[src/verilog/cfr_pkg.sv]
// Constants for the configuration register slice 0x0a to 0x0f
`default_nettype none
package cfr_pkg;
    // ----------------------------------------
    // Register indices
    // ----------------------------------------
    localparam logic [7:0] IDX_ECP_IR = 8'h0a;
    localparam logic [7:0] IDX_VENDOR_B = 8'h0b;
    localparam logic [7:0] IDX_SERIAL = 8'h0c;
    localparam logic [7:0] IDX_DEV_ID = 8'h0d;
    localparam logic [7:0] IDX_REVISION = 8'h0e;
    localparam logic [7:0] IDX_TEST_ONE = 8'h0f;
    // ----------------------------------------
    // Field positions
    // ----------------------------------------
    localparam int ECP_THR_LSB = 0;
    localparam int ECP_THR_W = 4;
    localparam int IR_SEL_LSB = 6;
    localparam int IR_SEL_W = 2;
    localparam int RX_POL_BIT = 0;
    localparam int TX_POL_BIT = 1;
    localparam int DUPLEX_BIT = 2;
    localparam int MODE_LSB = 3;
    localparam int MODE_W = 3;
    localparam int HS1_BIT = 6;
    localparam int HS2_BIT = 7;
    // ----------------------------------------
    // Reset values and masks
    // ----------------------------------------
    localparam logic [7:0] RST_ZERO = 8'h00;
    localparam logic [7:0] RST_SERIAL = 8'h02;
    localparam logic [7:0] RST_INDEX = 8'h00;
    localparam logic [7:0] WMASK_ECP_IR = 8'hcf;
    localparam logic [7:0] WMASK_ALL = 8'hff;
    localparam logic [7:0] HMASK_ECP_IR = 8'hc0;
    localparam logic [7:0] HMASK_ALL = 8'hff;
    localparam logic [7:0] HMASK_NONE = 8'h00;
    // ----------------------------------------
    // Infrared route codes and serial modes
    // ----------------------------------------
    localparam logic [1:0] IR_SEL_RSVD0 = 2'h0;
    localparam logic [1:0] IR_SEL_ACTIVE = 2'h1;
    localparam logic [1:0] IR_SEL_RSVD2 = 2'h2;
    localparam logic [1:0] IR_SEL_INACTIVE = 2'h3;
    localparam logic [2:0] MODE_STD = 3'h0;
    localparam logic [2:0] MODE_SIR = 3'h1;
    localparam logic [2:0] MODE_ASK = 3'h2;
    localparam logic [7:0] READ_IDLE = 8'h00;
endpackage
`default_nettype wire

[src/verilog/cfr_byte_reg.sv]
// One configuration byte with write mask and two reset sources
`timescale 1ns/1ps
`default_nettype none
module cfr_byte_reg #(
    parameter logic [7:0] POR_VALUE = 8'h00,
    parameter logic [7:0] WR_MASK = 8'hff,
    parameter logic [7:0] HARD_MASK = 8'h00
) (
    input wire logic i_clk,
    input wire logic i_rst,
    input wire logic i_hard_rst,
    input wire logic i_we,
    input wire logic [7:0] i_wdata,
    output logic [7:0] o_q
);
    import cfr_pkg::*;

    typedef struct packed {
        logic [7:0] value;
    } cfr_byte_t;

    cfr_byte_t st;
    cfr_byte_t next_st;

    always_comb begin
        next_st = st;
        if (i_we) begin
            // Masked bits keep their value and so read back as stored
            next_st.value = (st.value & ~WR_MASK) | (i_wdata & WR_MASK);
        end
        if (i_hard_rst) begin
            next_st.value = (next_st.value & ~HARD_MASK) | (POR_VALUE & HARD_MASK);
        end
    end

    always_ff @(posedge i_clk) begin
        if (i_rst) begin
            st <= '{value: POR_VALUE};
        end else begin
            st <= next_st;
        end
    end

    assign o_q = st.value;
endmodule
`default_nettype wire

[src/verilog/cfr_ir_route.sv]
// Infrared line routing and polarity stage for serial port 2
`timescale 1ns/1ps
`default_nettype none
module cfr_ir_route (
    input wire logic i_clk,
    input wire logic i_rst,
    input wire logic [1:0] i_ir_route_select,
    input wire logic i_rx_active_low,
    input wire logic i_tx_active_low,
    input wire logic i_uart2_powered,
    input wire logic i_uart2_tx,
    input wire logic i_ir_receive_line,
    output logic o_ir_transmit_line,
    output logic o_ir_transmit_line_oe,
    output logic o_uart2_rx
);
    import cfr_pkg::*;

    typedef struct packed {
        logic tx;
        logic tx_oe;
        logic rx;
    } cfr_route_t;

    cfr_route_t st;
    cfr_route_t next_st;

    always_comb begin
        next_st = st;
        next_st.rx = i_ir_receive_line ^ i_rx_active_low;
        case (i_ir_route_select)
            IR_SEL_ACTIVE: begin
                next_st.tx_oe = 1'b1;
                // Powered-down port parks the line low, not at idle level
                next_st.tx = i_uart2_powered ? (i_uart2_tx ^ i_tx_active_low) : 1'b0;
            end
            IR_SEL_INACTIVE: begin
                next_st.tx_oe = 1'b0;
                next_st.tx = 1'b0;
            end
            default: begin
                // Reserved codes float the line, the safest guess
                next_st.tx_oe = 1'b0;
                next_st.tx = 1'b0;
            end
        endcase
    end

    always_ff @(posedge i_clk) begin
        if (i_rst) begin
            st <= '{tx: 1'b0, tx_oe: 1'b0, rx: 1'b0};
        end else begin
            st <= next_st;
        end
    end

    assign o_ir_transmit_line = st.tx;
    assign o_ir_transmit_line_oe = st.tx_oe;
    assign o_uart2_rx = st.rx;
endmodule
`default_nettype wire

[src/verilog/cfr_regs.sv]
// Configuration registers 0x0a to 0x0f behind the index/data ports
`timescale 1ns/1ps
`default_nettype none

// Function
// - Access only in config state, matching index
// - Bits 3:0 hold ECP FIFO threshold
// - ECP bits 5:4 unwritable, read zero
// - ECP register clears; route bits on hard reset
// - Route 01 drives IR; low when powered down
// - Route 11 floats IR transmit line
// - Serial mode resets to 0x02 both resets
// - Bit 0 selects receive polarity
// - Bit 1 selects transmit polarity
// - Bit 2 selects half or full duplex
// - Bits 5:3 select serial protocol mode
// - Bit 6 enables port 1 high speed
// - Bit 7 enables port 2 high speed
// - Device identity read-only, writes ignored
// - Revision register read-only silicon level
// - Test register resets zero, host leaves alone
module cfr_regs #(
    parameter logic [7:0] DEVICE_ID = 8'h5c, // Value arbitrary
    parameter logic [7:0] REVISION = 8'h01 // Value arbitrary
) (
    input wire logic i_clk,
    input wire logic i_rst,
    input wire logic i_hard_rst,
    input wire logic i_cfg_state,
    input wire logic i_index_wr,
    input wire logic i_index_rd,
    input wire logic i_data_wr,
    input wire logic i_data_rd,
    input wire logic [7:0] i_wdata,
    output logic [7:0] o_rdata,
    output logic o_rd_valid,
    output logic [cfr_pkg::ECP_THR_W-1:0] o_ecp_threshold,
    output logic [cfr_pkg::IR_SEL_W-1:0] o_ir_route_select,
    output logic o_rx_active_low,
    output logic o_tx_active_low,
    output logic o_half_duplex,
    output logic [cfr_pkg::MODE_W-1:0] o_uart2_mode,
    output logic o_uart1_high_speed,
    output logic o_uart2_high_speed,
    output logic [7:0] o_test_control,
    input wire logic i_uart2_powered,
    input wire logic i_uart2_tx,
    input wire logic i_ir_receive_line,
    output logic o_ir_transmit_line,
    output logic o_ir_transmit_line_oe,
    output logic o_uart2_rx
);
    import cfr_pkg::*;

    // ----------------------------------------
    // Access state
    // ----------------------------------------
    typedef struct packed {
        logic [7:0] index;
        logic [7:0] rdata;
        logic rd_valid;
    } cfr_state_t;

    cfr_state_t st;
    cfr_state_t next_st;

    logic [7:0] ecp_threshold_ir_mux;
    logic [7:0] vendor_reserved_b;
    logic [7:0] serial_mode_config;
    logic [7:0] test_control_one;
    logic wr_ok;
    logic we_ecp_ir;
    logic we_vendor_b;
    logic we_serial;
    logic we_test;
    logic [7:0] read_mux;

    // ----------------------------------------
    // Address decode
    // ----------------------------------------
    // A data write strobe outside config state is dropped here
    assign wr_ok = i_cfg_state & i_data_wr;
    assign we_ecp_ir = wr_ok & (st.index == IDX_ECP_IR);
    assign we_vendor_b = wr_ok & (st.index == IDX_VENDOR_B);
    assign we_serial = wr_ok & (st.index == IDX_SERIAL);
    assign we_test = wr_ok & (st.index == IDX_TEST_ONE);

    always_comb begin
        case (st.index)
            IDX_ECP_IR: begin
                read_mux = ecp_threshold_ir_mux;
            end
            IDX_VENDOR_B: begin
                read_mux = vendor_reserved_b;
            end
            IDX_SERIAL: begin
                read_mux = serial_mode_config;
            end
            IDX_DEV_ID: begin
                read_mux = DEVICE_ID;
            end
            IDX_REVISION: begin
                read_mux = REVISION;
            end
            IDX_TEST_ONE: begin
                read_mux = test_control_one;
            end
            default: begin
                // Other indices belong to neighbouring slices
                read_mux = READ_IDLE;
            end
        endcase
    end

    // ----------------------------------------
    // Index register and read path
    // ----------------------------------------
    always_comb begin
        next_st = st;
        next_st.rd_valid = 1'b0;
        if (i_cfg_state && i_index_wr) begin
            next_st.index = i_wdata;
        end
        if (i_cfg_state && i_index_rd) begin
            next_st.rdata = st.index;
            next_st.rd_valid = 1'b1;
        end else if (i_cfg_state && i_data_rd) begin
            next_st.rdata = read_mux;
            next_st.rd_valid = 1'b1;
        end else if (!i_cfg_state) begin
            // No stale register data is left on the bus
            next_st.rdata = READ_IDLE;
        end
    end

    always_ff @(posedge i_clk) begin
        if (i_rst) begin
            st <= '{index: RST_INDEX, rdata: READ_IDLE, rd_valid: 1'b0};
        end else begin
            st <= next_st;
        end
    end

    assign o_rdata = st.rdata;
    assign o_rd_valid = st.rd_valid;

    // ----------------------------------------
    // Storage
    // ----------------------------------------
    // Reserved bits masked from writes so they stay zero
    cfr_byte_reg #(
        .POR_VALUE(RST_ZERO),
        .WR_MASK(WMASK_ECP_IR),
        .HARD_MASK(HMASK_ECP_IR)
    ) u_ecp_ir (
        .i_clk(i_clk),
        .i_rst(i_rst),
        .i_hard_rst(i_hard_rst),
        .i_we(we_ecp_ir),
        .i_wdata(i_wdata),
        .o_q(ecp_threshold_ir_mux)
    );

    // Host is expected to leave this one alone
    cfr_byte_reg #(
        .POR_VALUE(RST_ZERO),
        .WR_MASK(WMASK_ALL),
        .HARD_MASK(HMASK_NONE)
    ) u_vendor_b (
        .i_clk(i_clk),
        .i_rst(i_rst),
        .i_hard_rst(i_hard_rst),
        .i_we(we_vendor_b),
        .i_wdata(i_wdata),
        .o_q(vendor_reserved_b)
    );

    cfr_byte_reg #(
        .POR_VALUE(RST_SERIAL),
        .WR_MASK(WMASK_ALL),
        .HARD_MASK(HMASK_ALL)
    ) u_serial (
        .i_clk(i_clk),
        .i_rst(i_rst),
        .i_hard_rst(i_hard_rst),
        .i_we(we_serial),
        .i_wdata(i_wdata),
        .o_q(serial_mode_config)
    );

    // Stored only; no test mode is wired to anything
    cfr_byte_reg #(
        .POR_VALUE(RST_ZERO),
        .WR_MASK(WMASK_ALL),
        .HARD_MASK(HMASK_NONE)
    ) u_test (
        .i_clk(i_clk),
        .i_rst(i_rst),
        .i_hard_rst(i_hard_rst),
        .i_we(we_test),
        .i_wdata(i_wdata),
        .o_q(test_control_one)
    );

    // ----------------------------------------
    // Field outputs
    // ----------------------------------------
    assign o_ecp_threshold = ecp_threshold_ir_mux[ECP_THR_LSB +: ECP_THR_W];
    assign o_ir_route_select = ecp_threshold_ir_mux[IR_SEL_LSB +: IR_SEL_W];
    assign o_rx_active_low = serial_mode_config[RX_POL_BIT];
    assign o_tx_active_low = serial_mode_config[TX_POL_BIT];
    assign o_half_duplex = serial_mode_config[DUPLEX_BIT];
    assign o_uart2_mode = serial_mode_config[MODE_LSB +: MODE_W];
    assign o_uart1_high_speed = serial_mode_config[HS1_BIT];
    assign o_uart2_high_speed = serial_mode_config[HS2_BIT];
    assign o_test_control = test_control_one;

    // ----------------------------------------
    // Infrared pin stage
    // ----------------------------------------
    // One cycle of latency keeps the pin straight off a flop
    cfr_ir_route u_ir (
        .i_clk(i_clk),
        .i_rst(i_rst),
        .i_ir_route_select(ecp_threshold_ir_mux[IR_SEL_LSB +: IR_SEL_W]),
        .i_rx_active_low(serial_mode_config[RX_POL_BIT]),
        .i_tx_active_low(serial_mode_config[TX_POL_BIT]),
        .i_uart2_powered(i_uart2_powered),
        .i_uart2_tx(i_uart2_tx),
        .i_ir_receive_line(i_ir_receive_line),
        .o_ir_transmit_line(o_ir_transmit_line),
        .o_ir_transmit_line_oe(o_ir_transmit_line_oe),
        .o_uart2_rx(o_uart2_rx)
    );
endmodule
`default_nettype wire

[config.mk]
export PLATFORM = sky130hd
export DESIGN_NAME = cfr_regs
export DESIGN_NICKNAME = d
export VERILOG_FILES = /design/src/verilog/cfr_pkg.sv /design/src/verilog/cfr_byte_reg.sv /design/src/verilog/cfr_ir_route.sv /design/src/verilog/cfr_regs.sv
export SDC_FILE = /design/constraint.sdc
export NUM_CORES = 1
export LEC_CHECK = 0
export BUFFER_PORTS_ARGS = -buffer_cell sky130_fd_sc_hd__buf_2
export CORE_UTILIZATION = 54
export DETAILED_ROUTE_END_ITERATION = 10
export GPL_TIMING_DRIVEN = 0
export PLACE_DENSITY_LB_ADDON = 0.05
export SLEW_MARGIN = 20
export SYNTH_ARGS = -nofsm -noshare
export SYNTH_HDL_FRONTEND = slang
export SYNTH_SLANG_ARGS = --single-unit
[constraint.sdc]
create_clock -name i_clk -period 2.1 [get_ports i_clk]
set_input_delay 0.315 -clock i_clk [delete_from_list [all_inputs] [get_ports i_clk]]
set_output_delay 0.315 -clock i_clk [all_outputs]
set_load 0.1 [all_outputs]
==> results of run 1 <==
[kinds of logic (layout without fill, tap and decap cells)]
kind of cell	after synthesis	after routing	share of synthesized area [%]
simple gates	102	102	23.4
flops	50	50	41.7
compound gates	47	47	15.1
mux	31	31	12.9
buf+inv	28	86	6.20
xor+xnor	2	2	0.729
[stage by stage]
stage | util (%) | setup slack, ns | instance area [um2] | hold slack [ns]
2_1_floorplan | - | 0.209 | 2400 | 0.399
3_3_place_gp | 65.5 | 0.275 | 2720 | 0.477
6_report | 67.8 | 0.209 | 2810 | 0.207
3_5_place_dp | 65.5 | 0.255 | 2720 | 0.491
5_1_grt | 67.8 | 0.112 | 2810 | 0.208
4_1_cts | 67.8 | 0.238 | 2810 | 0.205
[synth_stat cells (all sizes together)]
library cell  number
o2111a             1
a31o               1
nor4               1
nand3b             1
o211ai             4
a211oi             4
xor2               1
or2                1
nand2b             4
a221oi             5
and3b              1
clkbuf            10
nor2b              3
nand2             18
nor2              37
a21o               5
nor4bb             1
nor3               1
dfxtp             50
inv                3
and3               5
nand3             13
o21bai             5
a32o               1
xnor2              1
and2               4
o21ai              8
a222oi             3
nand4              5
a21oi              9
mux2i             31
nor3b              6
or4bb              1
o2bb2ai            1
buf               15
[flip-flops by register name, indices dropped and copies added (netlist names)]
| signal | flops |
|---|---|
| st | 8 |
| u_ecp_ir.o_q | 6 |
| u_ir.o_ir_transmit_line_oe | 1 |
| o_rd_valid | 1 |
| o_rdata | 8 |
| u_test.o_q | 8 |
| u_serial.o_q | 8 |
| u_vendor_b.o_q | 8 |
| u_ir.o_ir_transmit_line | 1 |
| u_ir.o_uart2_rx | 1 |
[cell usage in the layout, fill, tap and decap left out, drive strengths merged, types with 3 or more instances in the layout]
cell type  synthesis  final
buf               15     65
dfxtp             50     50
nor2              37     37
mux2i             31     31
nand2             18     18
clkbuf            10     15
nand3             13     13
a21oi              9      9
o21ai              8      8
nor3b              6      6
and3               5      5
a21o               5      5
o21bai             5      5
nand4              5      5
a221oi             5      5
nand2b             4      4
o211ai             4      4
and2               4      4
inv                3      4
a211oi             4      4
nor2b              3      3
a222oi             3      3
[power by group through the flow]
stage / clock, W / sequential [W] / combinational, W
floorplan: 0 / 0.00101 / 0.000142
global placement: 0 / 0.000992 / 0.000218
detailed placement: 0 / 0.000992 / 0.000218
CTS: 0.000600 / 0.000970 / 0.000219
global route: 0.000635 / 0.000972 / 0.000239
finish: 0.000595 / 0.000970 / 0.000221
[worst paths after layout]
path | from | endpoint | depth (start not counted)
max reg2reg | st[11] | u_serial.o_q[1] | 5
min reg2reg | u_vendor_b.o_q[5] | u_vendor_b.o_q[5] | 2
min | i_rst | u_ir.o_ir_transmit_line_oe | 2
max | st[11] | u_serial.o_q[1] | 5
[metal layers]
layer	wire [um]	GRT usage (%)	up-vias
met3	413	6.09	15
met2	2630	42.9	87
met4	180	13.3	0
met5	0	0	-
li1	-	-	1033
met1	2800	39.0	999
[cell type report]
type / count / area share [%]
plain buffers: 25 / 4.90
clock buffers: 5 / 2.45
clock inverters: 3 / 0.891
inverters: 3 / 0.401
multi-input cells: 182 / 44.6
flip-flops and latches: 50 / 35.6
well taps: 50 / 2.23
repair buffers: 50 / 8.91
==> out/qor.txt, run 1 <==
OUTCOME
--------------------------------------------------------------------------------
Outcome ........................................................... complete, no violations

FINAL LAYOUT
--------------------------------------------------------------------------------
Post-layout nets ..................................................          336
Ratio of cells with drive above 1 in the final layout .............        27.4%
Multi-input logic area ............................................     1250 um2
Layout Area Growth over Synthesis .................................        16.9%
Fill cell count ...................................................          396
Seq. cell area ....................................................     1000 um2
Ant. Diodes .......................................................            0
Non-filler cells in the finished layout ...........................          368

CLOCKING
--------------------------------------------------------------------------------
Clock latency reported for the late side of the worst-skew pair ...      0.31 ns
# resized after CTS ...............................................            0
CTS clk-pin slew, worst paths .....................................      0.10 ns
Clock root cell ...................................................     clkbuf_8
Number of buffers on the longest clock path .......................            2
Number of setup buffers added after CTS ...........................            0
TritonCTS clock tree ..............................................        built
# clock sinks .....................................................           50
H-Tree Depth ......................................................            2
Num CTS Buffers ...................................................            5
Hold-fix buffers at CTS ...........................................            0

ROUTE
--------------------------------------------------------------------------------
Post-detailed-routing wire length .................................      6030 um
Iteration-0 DRC count of the detailed router ......................          166
Routed wire length per instance ...................................      16.4 um
Via density per instance ..........................................         5.80
Antenna-violating nets left .......................................            0
Number of DRC violations after detailed routing ...................            0
Total number of vias ..............................................         2134
Initial DRT Pass Iterations .......................................            4

GLOBAL ROUTING
--------------------------------------------------------------------------------
Antenna violations before repair ..................................            0
First-pass GRT wire length ........................................      9540 um
Aggregate global routing overflow .................................            0
Vias in the first global route ....................................         1865
Maximum number of pins on one net before global-route repair ......           18
Global-route total usage across every layer .......................        28.6%

LOGIC SYNTHESIS
--------------------------------------------------------------------------------
Netlist area before placement .....................................     2400 um2
Number of instances in the synthesized netlist ....................          260
Part of the Yosys area used for sequential elements ...............        41.7%
Avg Inst Size Synth ...............................................     9.24 um2
#FFs+latches synth ................................................           50
Total number of yosys warnings ....................................            0
Fraction of post-synthesis cell area in the top cell type by area .        41.7%
Largest cells by area after synthesis ............................. dfxtp_1, mux2i_1, nor2_1
Post-synthesis cell type with the largest combined area ...........      dfxtp_1
Count of different cell masters after synthesis ...................           44
Synth Net Count ...................................................          279

SETUP PATH
--------------------------------------------------------------------------------
WP buf/inv ........................................................            1
Setup crit start kind .............................................    flip-flop
Crit path max-delay cell type .....................................      dfxtp_1
Worst endpoint required time ......................................      2.29 ns
Cells along the critical path ..................................... buf_4 > nor3b_1 > nand4_2 > nor3_1 > a21oi_1
Kind of capture point of the worst setup path .....................    flip-flop
Maximum fanout encountered on the critical timing path ............           10
Arrival time at the worst endpoint ................................      2.09 ns
Highest cell delay on the worst timing path .......................      0.43 ns
Top cell family by delay on the critical path ..................... simple AND/OR/NAND/NOR gates
Type of the setup path with the least slack .......................   reg -> reg
Reg2Reg Setup Slack ...............................................      0.21 ns

PWR
--------------------------------------------------------------------------------
P_leak ............................................................      1.43 nW
Net switching component of the power ..............................   0.000518 W
Total chip power ..................................................    0.00179 W
Fraction of power spent switching nets ............................        29.0%
Max IR drop VDD ...................................................   0.000608 V
Clock network power share .........................................        33.3%
P_int .............................................................    0.00127 W
Combinational share of power ......................................        12.4%
Power share of the sequential group ...............................        54.3%
Power density cells ...............................................   636 nW/um2

PLACED DESIGN
--------------------------------------------------------------------------------
Routability cong. .................................................        0.943
Placed instance count .............................................          360
Count of buffers inserted at the top-level ports ..................           50
HPWL reported at the end of detailed placement ....................      4380 um

DIE
--------------------------------------------------------------------------------
Core ar. ..........................................................     4140 um2
I/O pin total .....................................................           53
Die Height ........................................................      68.7 um
Floorplan die area ................................................     4720 um2
Effective utilization at floorplan ................................        58.0%
Width of the die ..................................................      68.7 um
Number of core rows ...............................................           23

STA
--------------------------------------------------------------------------------
Slew Viols, Final .................................................            0
Worst-Margin Slew .................................................     0.552 ns
Final setup violation count .......................................            0
TNS Setup .........................................................         0 ns
Final Hold Vio Count ..............................................            0
RSZ-0062 raised after global routing ..............................        false
Rel. slew slack ...................................................        63.2%
Highest clock frequency the design can meet .......................      529 MHz
Final worst path period need ......................................      1.89 ns
Post-Route Skew ...................................................   0.00379 ns
Fraction of the cycle the final worst path needs ..................        90.1%

MIN PATH
--------------------------------------------------------------------------------
Hold/Removal Path Class ...........................................    in -> reg

JOB
--------------------------------------------------------------------------------
# Max-Cap Violations ..............................................            0

No activity file was read; power rests on OpenSTA's default activity.
==> inputs of run 2 (changes only) <==
--- a/config.mk
+++ b/config.mk
@@ -6,10 +6,13 @@
 export NUM_CORES = 1
 export LEC_CHECK = 0
 export BUFFER_PORTS_ARGS = -buffer_cell sky130_fd_sc_hd__buf_2
-export CORE_UTILIZATION = 54
+export CELL_PAD_IN_SITES_DETAIL_PLACEMENT = 1
+export CELL_PAD_IN_SITES_GLOBAL_PLACEMENT = 1
+export CORE_UTILIZATION = 40
 export DETAILED_ROUTE_END_ITERATION = 10
 export GPL_TIMING_DRIVEN = 0
 export PLACE_DENSITY_LB_ADDON = 0.05
+export RECOVER_POWER = 25
 export SLEW_MARGIN = 20
 export SYNTH_ARGS = -nofsm -noshare
 export SYNTH_HDL_FRONTEND = slang
==> run 2 against run 1 <==
Via count is 0.61% lower. Setup slack worse by 0.060 ns. Sequential power hardly changed. Die area is 34% higher. Core utilization is 18 points lower. Global-route usage is 4.5 points lower. Critical path type unchanged.
==> out/qor.txt, run 2 (same netlist as run 1, synthesis figures left out) <==
STA
------------------------------------------------------------------------------
Fraction of the cycle the final worst path needs ................        92.9%
Final Hold Vio Count ............................................            0
Worst-Margin Slew ...............................................      1.16 ns
Rel. slew slack .................................................        22.7%
Highest clock frequency the design can meet .....................      513 MHz
TNS Setup .......................................................         0 ns
RSZ-0062 raised after global routing ............................        false
Final setup violation count .....................................            0
Final WS setup ..................................................     0.149 ns
Slew Viols, Final ...............................................            0
Final worst path period need ....................................      1.95 ns
Post-Route Skew .................................................   0.00960 ns

CLOCKING
------------------------------------------------------------------------------
# resized after CTS .............................................            0
Number of setup buffers added after CTS .........................            0
Clock latency reported for the late side of the worst-skew pair .      0.31 ns
H-Tree Depth ....................................................            2
CTS clk-pin slew, worst paths ...................................      0.10 ns
TritonCTS clock tree ............................................        built
Hold-fix buffers at CTS .........................................            0
Number of buffers on the longest clock path .....................            2
Clock root cell .................................................     clkbuf_8
Num CTS Buffers .................................................            5
# clock sinks ...................................................           50

ROUTE
------------------------------------------------------------------------------
Antenna-violating nets left .....................................            0
Number of DRC violations after detailed routing .................            0
Via density per instance ........................................         5.44
Post-detailed-routing wire length ...............................      7070 um
Routed wire length per instance .................................      18.1 um
Iteration-0 DRC count of the detailed router ....................          122
Initial DRT Pass Iterations .....................................            5
Total number of vias ............................................         2121

GLOBAL ROUTING
------------------------------------------------------------------------------
Maximum number of pins on one net before global-route repair ....           15
First-pass GRT wire length ......................................     11200 um
Antenna violations before repair ................................            0
Global-route total usage across every layer .....................        24.1%
Aggregate global routing overflow ...............................            0
Vias in the first global route ..................................         2085

PLACED DESIGN
------------------------------------------------------------------------------
Count of buffers inserted at the top-level ports ................           50
Routability cong. ...............................................        0.810
Worst setup slack before clock tree synthesis ...................     0.158 ns
HPWL reported at the end of detailed placement ..................      5180 um

SETUP PATH
------------------------------------------------------------------------------
Arrival time at the worst endpoint ..............................      2.13 ns
Maximum fanout encountered on the critical timing path ..........           10
Type of the setup path with the least slack .....................   reg -> reg
Worst endpoint required time ....................................      2.28 ns
Setup crit start kind ...........................................    flip-flop
Kind of capture point of the worst setup path ...................    flip-flop

PWR
------------------------------------------------------------------------------
Power density cells .............................................   631 nW/um2
P_leak ..........................................................      1.40 nW
Max IR drop VDD .................................................   0.000292 V
Total chip power ................................................    0.00179 W

FINAL LAYOUT
------------------------------------------------------------------------------
Post-layout nets ................................................          336
Commonest cells after routing, fill and taps aside .............. dfxtp_1, buf_2, nor2_1
Layout Area Growth over Synthesis ...............................        17.7%
Ant. Diodes .....................................................            0
Fill cell count .................................................          689
Commonest non-fill, non-tap cell in the layout ..................      dfxtp_1
Ratio of cells with drive above 1 in the final layout ...........        25.5%

DIE
------------------------------------------------------------------------------
Die Height ......................................................      79.5 um
Core ar. ........................................................     5640 um2
Effective utilization at floorplan ..............................        42.6%
Number of core rows .............................................           27
Width of the die ................................................      79.5 um
Floorplan die area ..............................................     6320 um2
I/O pin total ...................................................           53

MIN PATH
------------------------------------------------------------------------------
Hold/Removal Path Class .........................................    in -> reg

JOB
------------------------------------------------------------------------------
# Max-Cap Violations ............................................            0

OUTCOME
------------------------------------------------------------------------------
Outcome ......................................................... complete, no violations

[run 2: final cells by class]
type / instances / area [um2] / share of cell area, %
Clock buffer: 7 / 86.3 / 3.05
Timing Repair Buffer: 50 / 244 / 8.63
Clock inverter: 1 / 5.00 / 0.177
Sequential cell: 50 / 1000 / 35.4
Multi-Input combinational cell: 182 / 1250 / 44.3
Tap cell: 72 / 90.1 / 3.19
Buffer: 25 / 138 / 4.87
Inverter: 3 / 11.3 / 0.398
[run 2: final timing paths]
path / start / cells after the start / slack (ns) / endpoint
min: i_uart2_powered / 2 / 0.23 / u_ir.o_ir_transmit_line
min reg2reg: u_ecp_ir.o_q[7] / 1 / 0.50 / u_ir.o_ir_transmit_line_oe
max reg2reg: st[11] / 5 / 0.15 / u_serial.o_q[3]
max: st[11] / 5 / 0.15 / u_serial.o_q[3]
[run 2: report_power, final]
group,total (W),switching (W),internal (W),leakage [nW]
Clock,0.000588,0.000321,0.000267,0.0482
Sequential,0.000970,0.0000100,0.000960,0.405
Combinational,0.000227,0.000161,0.0000663,0.945
Total,0.00179,0.000492,0.00129,1.40
[run 2: critical path, cell delays in order (launching register included)]
cell and delay, ns:
dfxtp_1 0.40, buf_4 0.20, nor3b_1 0.35, nand4_2 0.49, mux2i_1 0.32, nor2_1 0.06
[run 2: per-layer routing]
metal	vias to the layer above	wire, um	global-route usage (%)
met4	0	92	6.73
met1	1030	3290	32.1
met3	8	265	3.54
met2	46	3420	40.2
li1	1037	-	-
met5	-	0	0
[run 2: through the flow]
step / cell area (um2) / util, % / std cells / hold slack [ns]
after floorplan: 2400 / - / 260 / 0.399
after global placement: 2740 / 48.6 / 382 / 0.469
after detailed placement: 2740 / 48.6 / 382 / 0.483
after CTS: 2830 / 50.2 / 390 / 0.226
after global routing: 2830 / 50.1 / 390 / 0.235
final: 2830 / 50.1 / 390 / 0.231
==> inputs of run 3 (changes only) <==
--- a/config.mk
+++ b/config.mk
@@ -16,4 +16,5 @@
 export SLEW_MARGIN = 20
 export SYNTH_ARGS = -nofsm -noshare
 export SYNTH_HDL_FRONTEND = slang
+export SYNTH_HIERARCHICAL = 1
 export SYNTH_SLANG_ARGS = --single-unit
==> run 3 against run 2 <==
Power rose by 0.28%. First-iteration DRC count down 37%. Area after synthesis is 1.9% lower. Worst hold slack got worse by 0.043 ns. Non-clock buffer count rose by 2. Combinational power shrank 2%.
==> out/qor.txt, run 3 <==
OUTCOME
--------------------------------------------------------------------------------
Outcome ........................................................... complete, no violations

STA
--------------------------------------------------------------------------------
TNS Setup .........................................................         0 ns
Highest clock frequency the design can meet .......................      522 MHz
RSZ-0062 raised after global routing ..............................        false
Slew Viols, Final .................................................            0
Fraction of the cycle the final worst path needs ..................        91.2%
Final WS setup ....................................................     0.186 ns
Rel. slew slack ...................................................        22.9%
Final Hold Vio Count ..............................................            0
Post-Route Skew ...................................................   0.00519 ns
Final setup violation count .......................................            0
Worst-Margin Slew .................................................      1.16 ns
Final worst path period need ......................................      1.91 ns

SETUP PATH
--------------------------------------------------------------------------------
WP buf/inv ........................................................            3
Cells along the critical path ..................................... buf_6 > buf_2 > nand3_1 > nor4b_1 > buf_2 > mux2i_1 > nor2_1
Worst-case reg-to-reg path depth ..................................            7
Library cell appearing most often on the critical path ............        buf_2
Setup crit start kind .............................................    flip-flop
Reg2Reg Setup Slack ...............................................      0.19 ns
End of the worst register-to-register path ........................ u_serial/o_q[4]
Highest cell delay on the worst timing path .......................      0.33 ns
Worst endpoint required time ......................................      2.31 ns
Number of logic stages on the critical path including buffering ...            7
Maximum fanout encountered on the critical timing path ............           10
Crit path max-delay cell type .....................................      dfxtp_1
Top cell family by delay on the critical path ..................... buffers and inverters
Arrival time at the worst endpoint ................................      2.12 ns
Type of the setup path with the least slack .......................   reg -> reg
Kind of capture point of the worst setup path .....................    flip-flop
Launch instance of the worst register-to-register path ............       st[11]

PWR
--------------------------------------------------------------------------------
Net switching component of the power ..............................   0.000498 W
Max IR drop VDD ...................................................   0.000329 V
Power density cells ...............................................   642 nW/um2
Combinational share of power ......................................        12.4%
Fraction of power spent switching nets ............................        27.8%
Power share of the sequential group ...............................        54.4%
Clock network power share .........................................        33.2%
P_leak ............................................................      1.08 nW
P_int .............................................................    0.00129 W

LOGIC SYNTHESIS
--------------------------------------------------------------------------------
Count of different cell masters after synthesis ...................           40
Part of the Yosys area used for sequential elements ...............        42.5%
Largest cells by area after synthesis ............................. dfxtp_1, mux2i_1, nor2_1
Mux contribution to synthesized area ..............................        15.3%
Number of instances in the synthesized netlist ....................          258
Avg Inst Size Synth ...............................................     9.13 um2
FFs w/ async S/R, synth ...........................................           0%
Main combinational cell family by area after synthesis ............ simple AND/OR/NAND/NOR gates
Commonest cells in the synthesized netlist ........................ dfxtp_1, nor2_1, mux2i_1
Simple-Gate Fraction of Synth Area ................................        21.4%
Netlist area before placement .....................................     2360 um2
Total number of yosys warnings ....................................            6
Compound-Gate Fraction of Synth Area ..............................        12.2%
Most numerous cell in the Yosys netlist ...........................      dfxtp_1
#FFs+latches synth ................................................           50
Adder-Cell Fraction of Synth Area .................................           0%
Ys flop type ......................................................      dfxtp_1
Post-Synth XOR/XNOR Area ..........................................       0.743%
Post-synthesis cell type with the largest combined area ...........      dfxtp_1
Number of flops mapped to enable cells by yosys ...................            0
Fraction of post-synthesis cell area in the top cell type by area .        42.5%

DIE
--------------------------------------------------------------------------------
I/O pin total .....................................................           53
Die Height ........................................................      78.7 um
Core ar. ..........................................................     5610 um2
Number of core rows ...............................................           27
Width of the die ..................................................      78.7 um
Effective utilization at floorplan ................................        42.0%
Floorplan die area ................................................     6200 um2

MIN PATH
--------------------------------------------------------------------------------
Hold Path Sink .................................................... u_ecp_ir/o_q[7]
Startpoint of the lowest-slack hold path ..........................   i_hard_rst
Min-Delay Path Depth ..............................................            2
Hold/Removal Path Class ...........................................    in -> reg

ROUTE
--------------------------------------------------------------------------------
Initial DRT Pass Iterations .......................................            4
Antenna-violating nets left .......................................            0
Number of DRC violations after detailed routing ...................            0
Routed wire length per instance ...................................      16.8 um
Post-detailed-routing wire length .................................      6560 um
Total number of vias ..............................................         2009
Via density per instance ..........................................         5.15
Iteration-0 DRC count of the detailed router ......................           77

FINAL LAYOUT
--------------------------------------------------------------------------------
Post-layout nets ..................................................          336
Ratio of cells with drive above 1 in the final layout .............        25.8%
Ant. Diodes .......................................................            0
Commonest non-fill, non-tap cell in the layout ....................      dfxtp_1
Commonest cells after routing, fill and taps aside ................ dfxtp_1, buf_2, nor2_1
Layout Area Growth over Synthesis .................................        18.4%

PLACED DESIGN
--------------------------------------------------------------------------------
HPWL reported at the end of detailed placement ....................      4950 um
Worst setup slack before clock tree synthesis .....................     0.196 ns
Routability cong. .................................................        0.806
Count of buffers inserted at the top-level ports ..................           51

CLOCKING
--------------------------------------------------------------------------------
TritonCTS clock tree ..............................................        built
Hold-fix buffers at CTS ...........................................            0
Number of setup buffers added after CTS ...........................            0
Number of buffers on the longest clock path .......................            2
Clock root cell ...................................................     clkbuf_8
Num CTS Buffers ...................................................            5
# clock sinks .....................................................           50
# resized after CTS ...............................................            0
Clock latency reported for the late side of the worst-skew pair ...      0.31 ns
CTS clk-pin slew, worst paths .....................................      0.09 ns
H-Tree Depth ......................................................            2

GLOBAL ROUTING
--------------------------------------------------------------------------------
Aggregate global routing overflow .................................            0
Vias in the first global route ....................................         1978
Antenna violations before repair ..................................            0
Maximum number of pins on one net before global-route repair ......           16
Global-route total usage across every layer .......................        22.8%
First-pass GRT wire length ........................................     10500 um

JOB
--------------------------------------------------------------------------------
# Max-Cap Violations ..............................................            0

## run 3: changes by cell type in the layout (fill, tap and decap cells not counted), moves of 8 or more
cell      before  now
buf_2         37   47
clkbuf_2      13    4
nor2_1        37   46
clkbuf_1      16    8
## run 3: power by group through the flow
stage | combinational, W | sequential, W | clock (W)
after floorplan | 0.000140 | 0.00101 | 0
after global placement | 0.000222 | 0.000995 | 0
after detailed placement | 0.000223 | 0.000996 | 0
after CTS | 0.000224 | 0.000974 | 0.000616
after global routing | 0.000240 | 0.000976 | 0.000649
final | 0.000222 | 0.000974 | 0.000595
## run 3: per-stage QoR
| step | instance area [um2] | hold slack, ns | total power (W) | instances | utilization [%] |
|---|---|---|---|---|---|
| 2_1_floorplan | 2360 | 0.387 | 0.00115 | 259 | - |
| 3_3_place_gp | 2710 | 0.472 | 0.00122 | 382 | 48.2 |
| 3_5_place_dp | 2710 | 0.485 | 0.00122 | 382 | 48.2 |
| 4_1_cts | 2800 | 0.184 | 0.00181 | 390 | 49.9 |
| 5_1_grt | 2790 | 0.192 | 0.00186 | 390 | 49.7 |
| 6_report | 2790 | 0.188 | 0.00179 | 390 | 49.7 |
## run 3: final cells by class
class | count | area [um2]
inverter | 1 | 3.75
multi-input combinational | 182 | 1170
buffer | 26 | 179
fill | 716 | 2820
timing repair buffer | 51 | 249
tap | 72 | 90.1
sequential | 50 | 1000
clock inverter | 2 | 12.5
clock buffer | 6 | 82.6
## run 3: kinds of logic after synthesis
logic type,after synthesis
flip-flops,50
buffers and inverters,27
AO/OA/AOI/OAI,41
AND/OR/NAND/NOR,101
other,1
XOR/XNOR,2
multiplexers,36
## run 3: how the worst max path moves through the flow
stage / start / end / slack [ns]
final: st[11] / u_serial/o_q[4] / 0.19
after global routing: st[11] / u_serial/o_q[4] / 0.004
after CTS: st[11] / u_serial/o_q[1] / 0.17
after detailed placement: st[11] / u_serial/o_q[1] / 0.20
after global placement: st[11] / u_serial/o_q[1] / 0.24
after floorplan: st[13] / u_serial/o_q[1] / 0.49
## run 3: routing by layer
| metal | vias up | track usage [%] | routed length, um |
|---|---|---|---|
| met3 | 6 | 4.48 | 270 |
| met5 | - | 0 | 0 |
| li1 | 995 | - | - |
| met4 | 0 | 5.00 | 49 |
| met1 | 965 | 29.8 | 3090 |
| met2 | 43 | 38.5 | 3150 |
